[config.mk]
export PLATFORM = sky130hd
export DESIGN_NAME = dbgx_unit
export DESIGN_NICKNAME = d
export VERILOG_FILES = /design/src/dbgx_pkg.sv /design/src/dbgx_unit.sv
export SDC_FILE = /design/constraint.sdc
export NUM_CORES = 1
export LEC_CHECK = 0
export ABC_AREA = 1
export BUFFER_PORTS_ARGS = -buffer_cell sky130_fd_sc_hd__buf_2
export CAP_MARGIN = 10
export CORE_AREA = 4 4 208 210
export DETAILED_ROUTE_END_ITERATION = 8
export DIE_AREA = 0 0 212 214
export GPL_TIMING_DRIVEN = 0
export MAX_ROUTING_LAYER = met4
export PLACE_DENSITY = 0.59
export SYNTH_ARGS = -nofsm -noshare
export SYNTH_HDL_FRONTEND = slang
export SYNTH_SLANG_ARGS = --single-unit
[constraint.sdc]
create_clock -name aclk -period 2.9 [get_ports aclk]
set_clock_uncertainty 0.2 [all_clocks]
set_input_delay 0.435 -clock aclk [delete_from_list [all_inputs] [get_ports aclk]]
set_output_delay 0.435 -clock aclk [all_outputs]
set_load 0.01 [all_outputs]
[src/dbgx_pkg.sv]
// Constants for the debug exception unit: register map, field layout, vectors.
// Assumes a 32-bit AXI4-Lite register bus and a core on the same clock.
// ----------------------------------------
// Functional notes
// ----------------------------------------
// Functional notes
// - Resume flag masks only instruction breakpoints; data, port and other exceptions still occur.
// - Clear resume flag on completion, except interrupt return or task-switching jump, call, interrupt.
// - Trap-class, hardware and software interrupt dispatch never sets the resume flag.
// - Data or port address hit with access type 1, 2 or 3 traps after completion.
// - A breakpointed write is committed before its debug trap is dispatched; here store_commit pulses in the same cycle as exc_valid.
// - Exact-match control bits are ignored; data matching is always exact.
// - Repeated port string instructions trap after the iteration touching the breakpointed location.
// - With general detect enabled, debug register access faults and sets the access status bit.
// - The general detect fault precedes the move, so the access is blocked.
// - Trap flag set at the start of an instruction gives a single-step trap after it.
// - No single-step trap after the instruction that sets the trap flag.
// - Trap flag is cleared before the single-step handler is entered.
// - Trap flag from an incoming task traps after its first instruction.
// - Privilege changes keep the trap flag; software interrupt and overflow trap clear it.
// - Single-step dispatches first, then a still pending external interrupt is serviced.
// - Task debug trap bit raises a debug trap on entry and sets task switch status.
// - The one-byte software breakpoint raises vector 3, not the debug vector.
// - Fast string breakpoints may be reported only at cache line boundaries.
// - Resume flag suppresses instruction breakpoint matches so restarts do not retrigger.
// - Debug conditions use vector 1; software breakpoints use vector 3.
package dbgx_pkg;
	// ----------------------------------------
	// Register byte offsets
	// ----------------------------------------
	localparam logic [7:0] DBGX_OFS_BPA0 = 8'h00;
	localparam logic [7:0] DBGX_OFS_CTRL = 8'h10;
	localparam logic [7:0] DBGX_OFS_STAT = 8'h14;
	localparam logic [7:0] DBGX_OFS_FLAGS = 8'h18;
	localparam logic [7:0] DBGX_OFS_LASTV = 8'h1c;
	// ----------------------------------------
	// Control fields
	// ----------------------------------------
	localparam int DBGX_CTL_LEXACT = 8;
	localparam int DBGX_CTL_GEXACT = 9;
	localparam int DBGX_CTL_GDET = 13;
	localparam int DBGX_CTL_TYPE0 = 16;
	localparam int DBGX_CTL_LEN0 = 18;
	localparam int DBGX_CTL_STRIDE = 4;
	// ----------------------------------------
	// Status and flags fields
	// ----------------------------------------
	localparam int DBGX_ST_ACCESS = 13;
	localparam int DBGX_ST_STEP = 14;
	localparam int DBGX_ST_TASK = 15;
	localparam int DBGX_FL_TRAP = 8;
	localparam int DBGX_FL_RESUME = 16;
	localparam logic [31:0] DBGX_CTRL_RST = 32'h0000_0400;
	localparam logic [31:0] DBGX_STAT_RST = 32'hffff_0ff0;
	// ----------------------------------------
	// Access types, vectors, bus answers
	// ----------------------------------------
	localparam logic [1:0] DBGX_AT_EXEC = 2'h0;
	localparam logic [1:0] DBGX_AT_WRITE = 2'h1;
	localparam logic [1:0] DBGX_AT_PORT = 2'h2;
	localparam logic [1:0] DBGX_AT_RDWR = 2'h3;
	localparam logic [7:0] DBGX_VEC_DEBUG = 8'h01;
	localparam logic [7:0] DBGX_VEC_BREAK = 8'h03;
	localparam logic [1:0] DBGX_RESP_OKAY = 2'h0;
	localparam logic [1:0] DBGX_RESP_SLVERR = 2'h2;
endpackage

[src/dbgx_unit.sv]
// Debug exception detection and dispatch for one core, with AXI4-Lite registers.
// Assumes core event inputs are on aclk, one instruction retires per cycle at most.
//
// Chosen here: the AXI4-Lite register port and the address map.
`timescale 1ns/1ps
module dbgx_unit import dbgx_pkg::*; #(
	parameter int NBP = 4,
	parameter bit FAST_COARSE = 1'b1
) (
	input wire logic aclk,
	input wire logic aresetn,
	input wire logic [7:0] s_axi_awaddr,
	input wire logic s_axi_awvalid,
	output logic s_axi_awready,
	input wire logic [31:0] s_axi_wdata,
	input wire logic [3:0] s_axi_wstrb,
	input wire logic s_axi_wvalid,
	output logic s_axi_wready,
	output logic [1:0] s_axi_bresp,
	output logic s_axi_bvalid,
	input wire logic s_axi_bready,
	input wire logic [7:0] s_axi_araddr,
	input wire logic s_axi_arvalid,
	output logic s_axi_arready,
	output logic [31:0] s_axi_rdata,
	output logic [1:0] s_axi_rresp,
	output logic s_axi_rvalid,
	input wire logic s_axi_rready,
	input wire logic fetch_valid,
	input wire logic [31:0] fetch_pc,
	input wire logic dreg_access,
	input wire logic mem_valid,
	input wire logic [31:0] mem_addr,
	input wire logic [1:0] mem_len,
	input wire logic mem_write,
	input wire logic mem_port,
	input wire logic iter_done,
	input wire logic fast_string,
	input wire logic line_end,
	input wire logic retire_valid,
	input wire logic retire_iret,
	input wire logic retire_task_switch,
	input wire logic retire_swint,
	input wire logic retire_overflow,
	input wire logic retire_int3,
	input wire logic retire_load_flags,
	input wire logic retire_new_trap,
	input wire logic retire_new_resume,
	input wire logic new_task_debug,
	input wire logic fault_dispatch,
	input wire logic ext_irq,
	output logic store_commit,
	output logic dreg_grant,
	output logic exc_valid,
	output logic [7:0] exc_vector,
	output logic exc_fault,
	output logic irq_service,
	output logic resume_flag,
	output logic trap_flag
);
	// ----------------------------------------
	// Functions
	// ----------------------------------------
	function automatic logic [31:0] len_mask(input logic [1:0] len);
		case (len)
			2'h1: len_mask = 32'hffff_fffe;
			2'h3: len_mask = 32'hffff_fffc;
			2'h2: len_mask = 32'hffff_fff8;
			default: len_mask = 32'hffff_ffff;
		endcase
	endfunction
	// Exact overlap of two aligned regions
	function automatic logic addr_hit(input logic [31:0] a, input logic [1:0] al,
		input logic [31:0] b, input logic [1:0] bl);
		logic [31:0] m;
		m = len_mask(al) & len_mask(bl);
		addr_hit = (a & m) == (b & m);
	endfunction
	function automatic logic [31:0] merge(input logic [31:0] old, input logic [31:0] nw,
		input logic [3:0] st);
		logic [31:0] r;
		r = old;
		for (int i = 0; i < 4; i++) begin
			if (st[i]) begin
				r[i*8 +: 8] = nw[i*8 +: 8];
			end
		end
		merge = r;
	endfunction
	// ----------------------------------------
	// Registers
	// ----------------------------------------
	logic [31:0] bpa_q [NBP];
	logic [31:0] ctrl_q;
	logic [31:0] stat_q;
	logic [7:0] lastv_q;
	logic [NBP-1:0] dhit_q;
	logic bp_pend_q;
	logic step_disp_q;
	logic [7:0] waddr_q;
	logic [31:0] wdata_q;
	logic [3:0] wstrb_q;
	logic wdo_q;
	logic [NBP-1:0] ihit, dhit_now, dpend;
	logic ifault, gdfault, report, step_trap, ts_trap, dbg_trap, int3_go;
	logic [31:0] stat_set;
	always_comb begin
		for (int n = 0; n < NBP; n++) begin
			logic en;
			logic [1:0] at;
			logic [1:0] ln;
			logic kind_ok;
			kind_ok = 1'b0;
			en = ctrl_q[2*n] | ctrl_q[2*n+1];
			at = ctrl_q[DBGX_CTL_TYPE0 + DBGX_CTL_STRIDE*n +: 2];
			ln = ctrl_q[DBGX_CTL_LEN0 + DBGX_CTL_STRIDE*n +: 2];
			ihit[n] = en && at == DBGX_AT_EXEC && fetch_pc == bpa_q[n];
			case (at)
				DBGX_AT_WRITE: kind_ok = mem_write && !mem_port;
				DBGX_AT_PORT: kind_ok = mem_port;
				DBGX_AT_RDWR: kind_ok = !mem_port;
				default: kind_ok = 1'b0;
			endcase
			// Exact-match bits never looked at here
			dhit_now[n] = mem_valid && en && kind_ok && addr_hit(mem_addr, mem_len, bpa_q[n], ln);
		end
	end
	// ----------------------------------------
	// Event detection
	// ----------------------------------------
	assign ifault = fetch_valid && !resume_flag && (|ihit);
	assign gdfault = dreg_access && ctrl_q[DBGX_CTL_GDET];
	// Coarse fast-string reporting trades precision for a simpler string path
	assign report = retire_valid || (iter_done && (!(FAST_COARSE && fast_string) || line_end));
	assign dpend = dhit_q | dhit_now;
	assign step_trap = retire_valid && trap_flag;
	assign ts_trap = retire_valid && retire_task_switch && new_task_debug;
	assign dbg_trap = report && ((|dpend) || step_trap || ts_trap);
	assign int3_go = (retire_valid && retire_int3) || bp_pend_q;
	always_comb begin
		stat_set = 32'h0;
		// Access bit recorded even when a coinciding trap wins dispatch
		stat_set[DBGX_ST_ACCESS] = gdfault;
		if (dbg_trap) begin
			stat_set[NBP-1:0] = dpend;
			stat_set[DBGX_ST_STEP] = step_trap;
			stat_set[DBGX_ST_TASK] = ts_trap;
		end else if (ifault || gdfault) begin
			stat_set[NBP-1:0] = fetch_valid ? ihit & {NBP{!resume_flag}} : '0;
		end
	end
	// Hits collected across iterations until reported
	always_ff @(posedge aclk) begin
		if (!aresetn) begin
			dhit_q <= '0;
		end else if (report) begin
			dhit_q <= '0;
		end else begin
			dhit_q <= dpend;
		end
	end
	// ----------------------------------------
	// Dispatch
	// ----------------------------------------
	// Traps of the finished instruction beat a fault seen at fetch; the core refetches
	always_ff @(posedge aclk) begin
		if (!aresetn) begin
			exc_valid <= 1'b0;
			exc_vector <= 8'h0;
			exc_fault <= 1'b0;
			bp_pend_q <= 1'b0;
			step_disp_q <= 1'b0;
			lastv_q <= 8'h0;
		end else begin
			exc_valid <= dbg_trap || int3_go || ifault || gdfault;
			step_disp_q <= dbg_trap && step_trap;
			bp_pend_q <= dbg_trap && int3_go;
			exc_fault <= !dbg_trap && !int3_go && (ifault || gdfault);
			if (dbg_trap) begin
				exc_vector <= DBGX_VEC_DEBUG;
				lastv_q <= DBGX_VEC_DEBUG;
			end else if (int3_go) begin
				exc_vector <= DBGX_VEC_BREAK;
				lastv_q <= DBGX_VEC_BREAK;
			end else if (ifault || gdfault) begin
				exc_vector <= DBGX_VEC_DEBUG;
				lastv_q <= DBGX_VEC_DEBUG;
			end
		end
	end
	// Writes commit one edge after the retire cycle, on the same edge the trap goes out
	always_ff @(posedge aclk) begin
		if (!aresetn) begin
			store_commit <= 1'b0;
			dreg_grant <= 1'b0;
			irq_service <= 1'b0;
		end else begin
			store_commit <= retire_valid && mem_valid && mem_write;
			dreg_grant <= dreg_access && !gdfault;
			irq_service <= step_disp_q && ext_irq;
		end
	end
	// ----------------------------------------
	// Flags
	// ----------------------------------------
	always_ff @(posedge aclk) begin
		if (!aresetn) begin
			trap_flag <= 1'b0;
		end else if (dbg_trap && step_trap) begin
			trap_flag <= 1'b0;
		end else if (retire_valid && (retire_swint || retire_overflow)) begin
			trap_flag <= 1'b0;
		end else if (retire_valid && retire_load_flags) begin
			trap_flag <= retire_new_trap;
		end else if (wdo_q && waddr_q == DBGX_OFS_FLAGS && wstrb_q[DBGX_FL_TRAP/8]) begin
			trap_flag <= wdata_q[DBGX_FL_TRAP];
		end
	end
	always_ff @(posedge aclk) begin
		if (!aresetn) begin
			resume_flag <= 1'b0;
		end else if (fault_dispatch || (gdfault && !dbg_trap && !int3_go)) begin
			resume_flag <= 1'b1;
		end else if (retire_valid) begin
			if (retire_iret || retire_task_switch) begin
				resume_flag <= retire_new_resume;
			end else begin
				resume_flag <= 1'b0;
			end
		end else if (wdo_q && waddr_q == DBGX_OFS_FLAGS && wstrb_q[DBGX_FL_RESUME/8]) begin
			resume_flag <= wdata_q[DBGX_FL_RESUME];
		end
	end
	// ----------------------------------------
	// AXI4-Lite slave
	// ----------------------------------------
	logic wmap;
	assign wmap = waddr_q < DBGX_OFS_LASTV;
	always_ff @(posedge aclk) begin
		if (!aresetn) begin
			s_axi_awready <= 1'b0;
			s_axi_wready <= 1'b0;
			s_axi_bvalid <= 1'b0;
			s_axi_bresp <= DBGX_RESP_OKAY;
			wdo_q <= 1'b0;
			waddr_q <= 8'h0;
			wdata_q <= 32'h0;
			wstrb_q <= 4'h0;
		end else begin
			s_axi_awready <= 1'b0;
			s_axi_wready <= 1'b0;
			wdo_q <= 1'b0;
			if (s_axi_awvalid && s_axi_wvalid && !s_axi_awready && !s_axi_bvalid && !wdo_q) begin
				s_axi_awready <= 1'b1;
				s_axi_wready <= 1'b1;
				waddr_q <= {s_axi_awaddr[7:2], 2'h0};
				wdata_q <= s_axi_wdata;
				wstrb_q <= s_axi_wstrb;
				wdo_q <= 1'b1;
			end
			if (wdo_q) begin
				s_axi_bvalid <= 1'b1;
				s_axi_bresp <= wmap ? DBGX_RESP_OKAY : DBGX_RESP_SLVERR;
			end else if (s_axi_bready) begin
				s_axi_bvalid <= 1'b0;
			end
		end
	end
	always_ff @(posedge aclk) begin
		if (!aresetn) begin
			for (int n = 0; n < NBP; n++) begin
				bpa_q[n] <= 32'h0;
			end
			ctrl_q <= DBGX_CTRL_RST;
		end else if (wdo_q) begin
			for (int n = 0; n < NBP; n++) begin
				if (waddr_q == DBGX_OFS_BPA0 + 8'(4*n)) begin
					bpa_q[n] <= merge(bpa_q[n], wdata_q, wstrb_q);
				end
			end
			if (waddr_q == DBGX_OFS_CTRL) begin
				ctrl_q <= merge(ctrl_q, wdata_q, wstrb_q);
			end
		end
	end
	// Hardware set wins over a software write in the same cycle
	always_ff @(posedge aclk) begin
		if (!aresetn) begin
			stat_q <= DBGX_STAT_RST;
		end else if (wdo_q && waddr_q == DBGX_OFS_STAT) begin
			stat_q <= merge(stat_q, wdata_q, wstrb_q) | stat_set;
		end else begin
			stat_q <= stat_q | stat_set;
		end
	end
	always_ff @(posedge aclk) begin
		if (!aresetn) begin
			s_axi_arready <= 1'b0;
			s_axi_rvalid <= 1'b0;
			s_axi_rdata <= 32'h0;
			s_axi_rresp <= DBGX_RESP_OKAY;
		end else begin
			s_axi_arready <= 1'b0;
			if (s_axi_arvalid && !s_axi_arready && !s_axi_rvalid) begin
				s_axi_arready <= 1'b1;
				s_axi_rvalid <= 1'b1;
				s_axi_rresp <= DBGX_RESP_OKAY;
				s_axi_rdata <= 32'h0;
				case ({s_axi_araddr[7:2], 2'h0})
					DBGX_OFS_CTRL: s_axi_rdata <= ctrl_q;
					DBGX_OFS_STAT: s_axi_rdata <= stat_q;
					DBGX_OFS_FLAGS: s_axi_rdata <= 32'(trap_flag) << DBGX_FL_TRAP | 32'(resume_flag) << DBGX_FL_RESUME;
					DBGX_OFS_LASTV: s_axi_rdata <= {24'h0, lastv_q};
					default: begin
						if (s_axi_araddr < DBGX_OFS_CTRL) begin
							s_axi_rdata <= bpa_q[s_axi_araddr[3:2]];
						end else begin
							s_axi_rresp <= DBGX_RESP_SLVERR;
						end
					end
				endcase
			end else if (s_axi_rvalid && s_axi_rready) begin
				s_axi_rvalid <= 1'b0;
			end
		end
	end
	// ----------------------------------------
	// Assertions
	// ----------------------------------------
	resume_mask_a: assert property (@(posedge aclk) disable iff (!aresetn)
		fetch_valid && resume_flag && !gdfault && !dbg_trap && !int3_go |=> !exc_valid)
		else $error("Instruction breakpoint reported with resume flag set");
	resume_clear_a: assert property (@(posedge aclk) disable iff (!aresetn)
		retire_valid && !retire_iret && !retire_task_switch && !fault_dispatch && !gdfault |=> !resume_flag)
		else $error("Resume flag survived a plain completion");
	trap_no_resume_a: assert property (@(posedge aclk) disable iff (!aresetn)
		!resume_flag && !fault_dispatch && !gdfault && !retire_valid && !wdo_q |=> !resume_flag)
		else $error("Resume flag set without a fault dispatch");
	data_trap_a: assert property (@(posedge aclk) disable iff (!aresetn)
		retire_valid && (|dhit_now) |=> exc_valid && exc_vector == DBGX_VEC_DEBUG && !exc_fault)
		else $error("Data breakpoint did not trap");
	commit_first_a: assert property (@(posedge aclk) disable iff (!aresetn)
		retire_valid && mem_valid && mem_write |=> store_commit)
		else $error("Store not committed with its trap");
	gd_fault_a: assert property (@(posedge aclk) disable iff (!aresetn)
		gdfault |=> stat_q[DBGX_ST_ACCESS] && !dreg_grant)
		else $error("General detect missing or access granted");
	step_clear_a: assert property (@(posedge aclk) disable iff (!aresetn)
		retire_valid && trap_flag |=> !trap_flag ##1 !trap_flag || $past(retire_valid))
		else $error("Trap flag not cleared on single step");
	task_trap_a: assert property (@(posedge aclk) disable iff (!aresetn)
		ts_trap |=> exc_valid && stat_q[DBGX_ST_TASK])
		else $error("Task debug trap not raised");
	break_vec_a: assert property (@(posedge aclk) disable iff (!aresetn)
		retire_valid && retire_int3 && !dbg_trap |=> exc_valid && exc_vector == DBGX_VEC_BREAK)
		else $error("Software breakpoint vector wrong");
	irq_after_a: assert property (@(posedge aclk) disable iff (!aresetn)
		step_disp_q && ext_irq |=> irq_service)
		else $error("Pending interrupt not serviced after single step");
	step_cov: cover property (@(posedge aclk) disable iff (!aresetn) step_trap ##1 exc_valid);
	gd_cov: cover property (@(posedge aclk) disable iff (!aresetn) gdfault ##1 exc_fault);
	multi_cov: cover property (@(posedge aclk) disable iff (!aresetn) step_trap && (|dpend) && retire_valid);
	int3_cov: cover property (@(posedge aclk) disable iff (!aresetn) dbg_trap && int3_go ##2 exc_vector == DBGX_VEC_BREAK);
endmodule

==> results.toml, run 1 <==
[pwr]
sequentialPowerShare = 0.442
clkPwrFrac = 0.409
swShare = 0.297
ir_drop_uv = 567
power_density_nw_per_um2 = 541
p_switching_mw = 3.05
p_int_mw = 7.22
p_leak_nw = 7.90
power_frac_comb = 0.150

[critical_path]
startpoint = "bpa_q[0][28]$_SDFFCE_PN0P_"
r2r_cells = 10
worstSetupEndpointType = "register"
arrival_ns = 3.22
worst_ep_required_time_ns = 3.18
reg2reg_slack_ns = -0.04
worstSetupPathType = "register to register"
crit_path_end = "lastv_q[1]$_SDFFE_PP0P_"
cp-start-kind = "register"
reg2reg_from = "bpa_q[0][28]$_SDFFCE_PN0P_"
crit_fanout = 3
r2r_end = "lastv_q[1]$_SDFFE_PP0P_"

[cells_and_area]
syn_to_final_growth_pct = 22.4
nNetsFinal = 2472
fillers = 4261
final_util = 0.456
drive_above_1_share = 0.146

[cts]
cts_buffers = 31
clock_path_buffers = 3
cts_tree = "built"
h-tree-depth = 1
cts-root-buf = "clkbuf_16"
worstSkewPairLatency_ns = 0.63
clk_pin_slew_worst_paths_ns = 0.06
cts.sinks = 287

[sta]
period_share = 1.01
rsz0062_at_grt = "yes"
final-hold-violation-count = 0
fmaxAchievable_ghz = 0.340
tns_ns = -0.0592
worstMarginPinSlew_ns = 1.26
setup_viol = 6
relSlewSlack = 0.162
post-route-min-period_ns = 2.94
fin_ws_ns = -0.0403
drv_slew = 0

[floorplanning]
ios = 201
die-height_microns = 214
start_util = 0.373
core_sq_um = 41600
die_w_microns = 212
rows = 75
dieArea_sq_um = 45400

[yosys]
yosysMostFrequentCell = "nand2_1"
seq_area_frac_synth = 0.453
synth_edf_count = 128
netlist_area_sq_um = 15500
async_reset_ff_frac = 0
ys_types = 53
syn_area_per_cell_sq_um = 7.59
yosys_register_bits = 287
synthTopCellsByCount = "410 x nand2_1, 284 x nor2_1, 252 x inv_1"
netlist_instances = 2043
yosysTopAreaCellShare = 0.248
synth.area.top_cells = "edfxtp_1 25%, dfxtp_1 21%, nand2_1 9.9%"
yosysTopAreaCell = "edfxtp_1"
synth_ff_type = "dfxtp_1"
ys_warn_count = 0

[global_route]
grt-ovfl-total = 0
antenna_found_initial = 5
grt_pass1_vias = 15700
grt_usage = 0.387
grt_pass1_wl_mm = 121
grt_max_degree = 17

[min_path]
hold_class = "primary input to register"

[outcome]
outcome = "complete, but fails checks"
violations = "setup timing"

[drt]
wirelength_mm = 88.2
wl_per_cell_microns = 30.5
drc = 0
vias = 16500
first_pass_iters = 6
antenna_left = 0
drtIter0Drc = 2155
viasPerCell = 5.70

[placement]
dp_hpwl_mm = 71.5
port-buffer-count = 172
gp_congestion = 1.07

[flow_run]
maxCapViolCount = 0
## worst min path at each step
stage,from,endpoint,depth (start not counted)
after CTS,retire_int3,exc_fault$_SDFF_PN0_,4
after floorplan,step_disp_q$_SDFF_PN0_,irq_service$_SDFF_PN0_,2
after detailed placement,step_disp_q$_SDFF_PN0_,irq_service$_SDFF_PN0_,2
after global routing,retire_int3,exc_fault$_SDFF_PN0_,4
after global placement,step_disp_q$_SDFF_PN0_,irq_service$_SDFF_PN0_,2
final,retire_int3,exc_fault$_SDFF_PN0_,4
## power groups by stage
stage	registers (mW)	clock network (mW)	logic (mW)
global route	4.54	4.35	1.61
floorplan	4.57	0	0.690
finish	4.54	4.20	1.54
detailed placement	4.61	0	1.42
CTS	4.53	4.18	1.49
global placement	4.62	0	1.41
## layer usage
layer / vias to the layer above / global-route usage / wire [microns]
met1: 7884 / 0.499 / 35000
met2: 1044 / 0.596 / 39500
li1: 7363 / - / -
met5: - / - / 0
met3: 205 / 0.0562 / 7810
met4: 0 / 0.191 / 5840
## per-stage QoR
stage                     hold WS [ns]  cell area [sq um]  std cells  setup WS, ns  total power, mW
after CTS                      0.00618              18900       2888       0.00153             10.2
after global routing            0.0479              19000       2895        -0.154             10.5
after floorplan                  0.202              15500       2050         0.420             5.26
after global placement           0.226              17100       2761         -1.55             6.02
final                           0.0141              19000       2896       -0.0403             10.3
after detailed placement         0.225              17100       2772        -0.695             6.03
## placed cells by master (no fill, tap or decap), types with 55 or more instances in the layout
| cell | count |
|---|---|
| nor2_1 | 280 |
| xnor2_1 | 66 |
| nand2_1 | 410 |
| edfxtp_1 | 128 |
| o22ai_1 | 80 |
| inv_1 | 251 |
| buf_2 | 192 |
| dfxtp_1 | 159 |
| a21oi_1 | 87 |
| o21ai_0 | 165 |
| dlygate4sd3_1 | 55 |
## timing repair
| action | in CTS | in global routing |
|---|---|---|
| setup endpoints to repair | 57 | 90 |
| hold buffers | 55 | 0 |
| gates resized for setup | 21 | 16 |
| gates cloned | 0 | 0 |
| setup buffers | 3 | 3 |
| pin swaps | 1 | 1 |
| hold endpoints to repair | 51 | 0 |
## flip-flops by register name, summed over array words and instances, names as in the netlist, 4 cells and up
name and flops:
dhit_q 4, wdata_q 32, bpa_q 128, ctrl_q 32, s_axi_rdata 32, wstrb_q 4
waddr_q 6, stat_q 32
## critical path: stages, from the launching register on
cell	delay, ns
edfxtp_1	0.50
xnor2_1	0.22
nand3_1	0.09
nor3_1	0.48
nand3b_1	0.42
nor2_4	0.29
nor2_1	0.10
o21ai_1	0.21
inv_1	0.08
a21boi_1	0.14
nor2_1	0.06
## logic make-up (layout without fill, tap and decap cells)
kind of cell | count (synthesis) | after routing | synth area share
AO/OA/AOI/OAI | 467 | 467 | 0.174
XOR/XNOR | 96 | 96 | 0.0542
buffers and inverters | 363 | 665 | 0.0940
flip-flops | 287 | 287 | 0.453
multiplexers | 1 | 1 | 0.000645
other | 1 | 13 | 0.000242
AND/OR/NAND/NOR | 828 | 828 | 0.223
## final cells by class
cell class / instances / area, sq um / area share
multi-input cells: 1400 / 7190 / 0.379
plain buffers: 93 / 452 / 0.0238
well taps: 539 / 674 / 0.0355
clock inverters: 14 / 149 / 0.00785
diodes: 5 / 12.5 / 0.000659
flip-flops and latches: 287 / 7030 / 0.370
repair buffers: 244 / 1540 / 0.0811
clock buffers: 44 / 916 / 0.0483
inverters: 270 / 1020 / 0.0538
No activity file was read; power rests on OpenSTA's default activity.
==> run 2, diff against run 1 <==
- GPL_TIMING_DRIVEN: 0 -> unset
==> run 2 against run 1 <==
The flow now finishes without violations. Die area did not move. Power fell by 3.4%. Critical endpoint is now stat_q[3]$_SDFF_PN0_. Fmax increased by 9.6%. Largest cell class unchanged. Register-to-register slack improved by 0.26 ns.
==> results.toml, run 2 (synthesized netlist as in run 1, its figures left out) <==
[floorplanning]
core_sq_um = 41600
die-height_microns = 214
start_util = 0.373
die_w_microns = 212
ios = 201
dieArea_sq_um = 45400
rows = 75

[global_route]
grt_pass1_vias = 15300
grt_use_met1 = 0.478
use_met2 = 0.557
antenna_found_initial = 1
grt_max_degree = 76
grt_usage = 0.356
grt_most_used_layer = "met2"
grt_pass1_wl_mm = 113
grtUsageMet3 = 0.0483
grt-ovfl-total = 0

[cells_and_area]
drive_above_1_share = 0.159
layout_commonest_cell = "nand2_1"
final_cell_area_sq_um = 19000
largest_reg_flops = 128
final_cell_mix = "410 x nand2_1, 283 x nor2_1, 251 x inv_1"
nNetsFinal = 2471
top_register = "bpa_q"
syn_to_final_growth_pct = 22.7

[critical_path]
crit_fanout = 3
worst_ep_required_time_ns = 3.19
cp-start-kind = "register"
worstSetupPathType = "register to register"
critPathMaxStageDelay_ns = 0.51
worstSetupEndpointType = "register"
arrival_ns = 2.97
cp_cell_sequence = "xnor2_2, buf_4, nand2_1, nor2_1, nand2_1, nor2_1, buf_4, nand3_1, nand2_1, nor2_1, a21oi_2, nand3b_1, a21oi_1"
cp_slowest_cell = "edfxtp_1"

[cts]
worstSkewPairLatency_ns = 0.60
clk_pin_slew_worst_paths_ns = 0.06
cts_tree = "built"
cts-root-buf = "clkbuf_16"
cts.sinks = 287
clock_path_buffers = 3
cts_buffers = 31
h-tree-depth = 1

[placement]
gp_congestion = 1.06
placed_area_sq_um = 17500
dp_hpwl_mm = 65.5
port-buffer-count = 188

[sta]
relSlewSlack = 0.547
worstMarginPinSlew_ns = 0.679
drv_slew = 0
rsz0062_at_grt = "no"
post-route-min-period_ns = 2.68
fmaxAchievable_ghz = 0.373
setup_viol = 0
period_share = 0.926
tns_ns = 0
final-hold-violation-count = 0

[outcome]
outcome = "finished clean"

[drt]
viasPerCell = 5.51
drtIter0Drc = 1739
first_pass_iters = 8
wirelength_mm = 80.9
vias = 15900
drc = 0
antenna_left = 0
wl_per_cell_microns = 28.0

[min_path]
hold_class = "primary input to register"

[pwr]
p_leak_nw = 8.03
ir_drop_uv = 399
power_density_nw_per_um2 = 522

[flow_run]
maxCapViolCount = 0
run 2: worst max-delay path: cells and delay by family (launching register included):
family	cells	cell delay [ns]
AND/OR/NAND/NOR	8	0.97
flip-flops	1	0.51
AO/OA/AOI/OAI	2	0.34
buffers and inverters	2	0.33
XOR/XNOR	1	0.25
run 2: final cells by class:
class	count	area, sq um
Tap cell	539	674
Antenna cell	2	5.00
Sequential cell	287	7030
Clock buffer	43	852
Inverter	270	1010
Multi-Input combinational cell	1400	7070
Clock inverter	14	129
Fill cell	4251	22500
Timing Repair Buffer	336	2260
run 2: repair_timing:
item / 4_1_cts / 5_1_grt
endpoints found under the hold margin: 49 / 0
setup buffers: 0 / 0
resized for setup: 0 / 1
hold buffers: 52 / 0
endpoints found under the setup margin: 0 / 3
run 2: worst paths after layout:
path                             start                     end  slack, ns  depth (start not counted)
max reg2reg  bpa_q[3][6]$_SDFFCE_PN0P_    stat_q[3]$_SDFF_PN0_       0.22                         13
min reg2reg     step_disp_q$_SDFF_PN0_  irq_service$_SDFF_PN0_       0.22                          2
min                 retire_task_switch   stat_q[15]$_SDFF_PN0_       0.02                          3
max          bpa_q[3][6]$_SDFFCE_PN0P_    stat_q[3]$_SDFF_PN0_       0.22                         13
run 2: through the flow:
| step | setup WS, ns | cells | hold slack [ns] | util | total power, mW |
|---|---|---|---|---|---|
| 2_1_floorplan | 0.420 | 2050 | 0.202 | - | 5.26 |
| 5_1_grt | 0.0384 | 2890 | 0.0316 | 0.458 | 10.2 |
| 6_report | 0.216 | 2891 | 0.0184 | 0.458 | 9.92 |
| 4_1_cts | 0.160 | 2889 | 0.00233 | 0.457 | 9.91 |
| 3_5_place_dp | 0.152 | 2780 | 0.214 | 0.421 | 6.01 |
| 3_3_place_gp | 0.167 | 2780 | 0.214 | 0.421 | 6.01 |
run 2: report_power, final:
| part | leakage [nW] | switching, mW | internal (mW) |
|---|---|---|---|
| registers | 2.62 | 0.154 | 4.38 |
| clock network | 0.483 | 1.68 | 2.23 |
| logic | 4.92 | 1.01 | 0.486 |
run 2: routing by layer:
metal	vias to the layer above	part of all wire
met5	-	0
met4	0	0.040
met3	123	0.077
met2	766	0.46
met1	7709	0.42
li1	7327	-
==> run 3, diff against run 2 <==
- RECOVER_POWER: unset -> 100
==> run 3 against run 2 <==
Register-to-register slack worse by 0.04 ns. Die area did not move. Worst setup slack worse by 0.12 ns. Sequential cell count unchanged. First-iteration DRC count decreased by 0.69%. Largest power group unchanged.
==> results.toml, run 3 (synthesized netlist as in run 1, its figures left out) <==
[outcome]
outcome = "finished clean"

[cells_and_area]
layout_commonest_cell = "nand2_1"
largest_reg_flops = 128
final_util = 0.452
final_cell_mix = "412 x nand2_1, 286 x nor2_1, 253 x inv_1"
fillers = 4314
drive_above_1_share = 0.131
syn_to_final_growth_pct = 21.3
top_register = "bpa_q"
nNetsFinal = 2471
instances_no_fill = 2892

[drt]
wl_per_cell_microns = 28.0
antenna_left = 0
first_pass_iters = 6
drc = 0
wirelength_mm = 80.9
drtIter0Drc = 1727
vias = 16000
viasPerCell = 5.52

[floorplanning]
dieArea_sq_um = 45400
die_w_microns = 212
core_sq_um = 41600
ios = 201
start_util = 0.373
die-height_microns = 214
rows = 75

[critical_path]
crit_fanout = 19
worst_ep_required_time_ns = 3.22
worstSetupPathType = "primary input to register"
cp-start-kind = "primary input"
r2r_end = "lastv_q[1]$_SDFFE_PP0P_"
reg2reg_slack_ns = 0.18
r2r_cells = 14
arrival_ns = 3.13
worstSetupEndpointType = "register"
reg2reg_from = "bpa_q[3][6]$_SDFFCE_PN0P_"

[flow_run]
maxCapViolCount = 0

[placement]
place.detailed.instances = 2780
port-buffer-count = 188
dp_hpwl_mm = 65.5
gp_congestion = 1.06
place_ws_ns = 0.152

[pwr]
ir_drop_uv = 396
p_leak_nw = 7.77
power_density_nw_per_um2 = 525

[cts]
worstSkewPairLatency_ns = 0.59
post_cts_buffers = 0
cts.sinks = 287
cts-root-buf = "clkbuf_16"
cts_buffers = 31
clk_pin_slew_worst_paths_ns = 0.06
h-tree-depth = 1
clock_path_buffers = 3
cts_tree = "built"

[global_route]
grt_max_degree = 76
antenna_found_initial = 1
grt_pass1_vias = 15300
grt_pass1_wl_mm = 113
grt_usage = 0.356
grt-ovfl-total = 0

[sta]
tns_ns = 0
period_share = 0.968
post-route-min-period_ns = 2.81
fin_ws_ns = 0.0918
relSlewSlack = 0.175
setup_viol = 0
worstMarginPinSlew_ns = 1.24
fmaxAchievable_ghz = 0.356
final-hold-violation-count = 0
rsz0062_at_grt = "no"
hold_ws_ns = 0.0204
drv_slew = 0

[min_path]
hold_depth = 3
hold_class = "primary input to register"
hold_end = "stat_q[15]$_SDFF_PN0_"
worstHoldStart = "retire_task_switch"
[run 3: worst max path at each step]
stage          cells past startpoint                      endpoint                       from  slack [ns]
2_1_floorplan                      5     bpa_q[3][0]$_SDFFCE_PN0P_                    aresetn        0.42
3_3_place_gp                      15       lastv_q[1]$_SDFFE_PP0P_                fetch_pc[6]        0.17
3_5_place_dp                      15       lastv_q[1]$_SDFFE_PP0P_                fetch_pc[6]        0.15
4_1_cts                           13          stat_q[3]$_SDFF_PN0_  bpa_q[3][6]$_SDFFCE_PN0P_        0.16
5_1_grt                           10  s_axi_rdata[24]$_SDFFE_PN0P_            s_axi_araddr[5]        0.02
6_report                          10  s_axi_rdata[24]$_SDFFE_PN0P_            s_axi_araddr[5]        0.09
[run 3: area by class of cell]
| cell class | instances | area (sq um) | share of cell area |
|---|---|---|---|
| well taps | 539 | 674 | 0.0359 |
| repair buffers | 336 | 2090 | 0.111 |
| flip-flops and latches | 287 | 7030 | 0.374 |
| inverters | 270 | 1010 | 0.0539 |
| clock inverters | 14 | 129 | 0.00685 |
| diodes | 3 | 7.51 | 0.000399 |
| clock buffers | 43 | 852 | 0.0453 |
| multi-input cells | 1400 | 7020 | 0.373 |
[run 3: per-layer routing]
metal	global-route usage	wire (microns)	vias to the layer above
li1	-	-	7332
met1	0.478	34100	7735
met2	0.557	37100	778
met3	0.0483	6400	128
met4	0.118	3320	0
met5	-	0	-
[run 3: repair_timing]
item,4_1_cts,5_1_grt
endpoints found under the hold margin,49,0
hold buffers,52,0
resized for setup,0,1
endpoints found under the setup margin,0,3
[run 3: metrics by stage]
| stage | instance area (sq um) | total power [mW] |
|---|---|---|
| after global routing | 18800 | 10.2 |
| after floorplan | 15500 | 5.26 |
| after global placement | 17500 | 6.01 |
| after CTS | 19000 | 9.91 |
| after detailed placement | 17500 | 6.01 |
| final | 18800 | 9.88 |
[run 3: worst max-delay path, cell delays in order]
cell and delay, ns:
dlygate4sd3_1 0.53, buf_2 0.12, nor2_1 0.17, inv_1 0.06
nor2_1 0.11, clkbuf_2 0.59, inv_1 0.27, a41oi_1 0.41
o21ai_0 0.21, a21oi_1 0.21
[run 3: report_power, final]
group / leakage (nW) / switching (mW) / internal (mW) / total (mW)
logic: 4.66 / 0.999 / 0.459 / 1.46
registers: 2.62 / 0.155 / 4.38 / 4.53
clock network: 0.483 / 1.67 / 2.23 / 3.89
total: 7.77 / 2.82 / 7.06 / 9.88
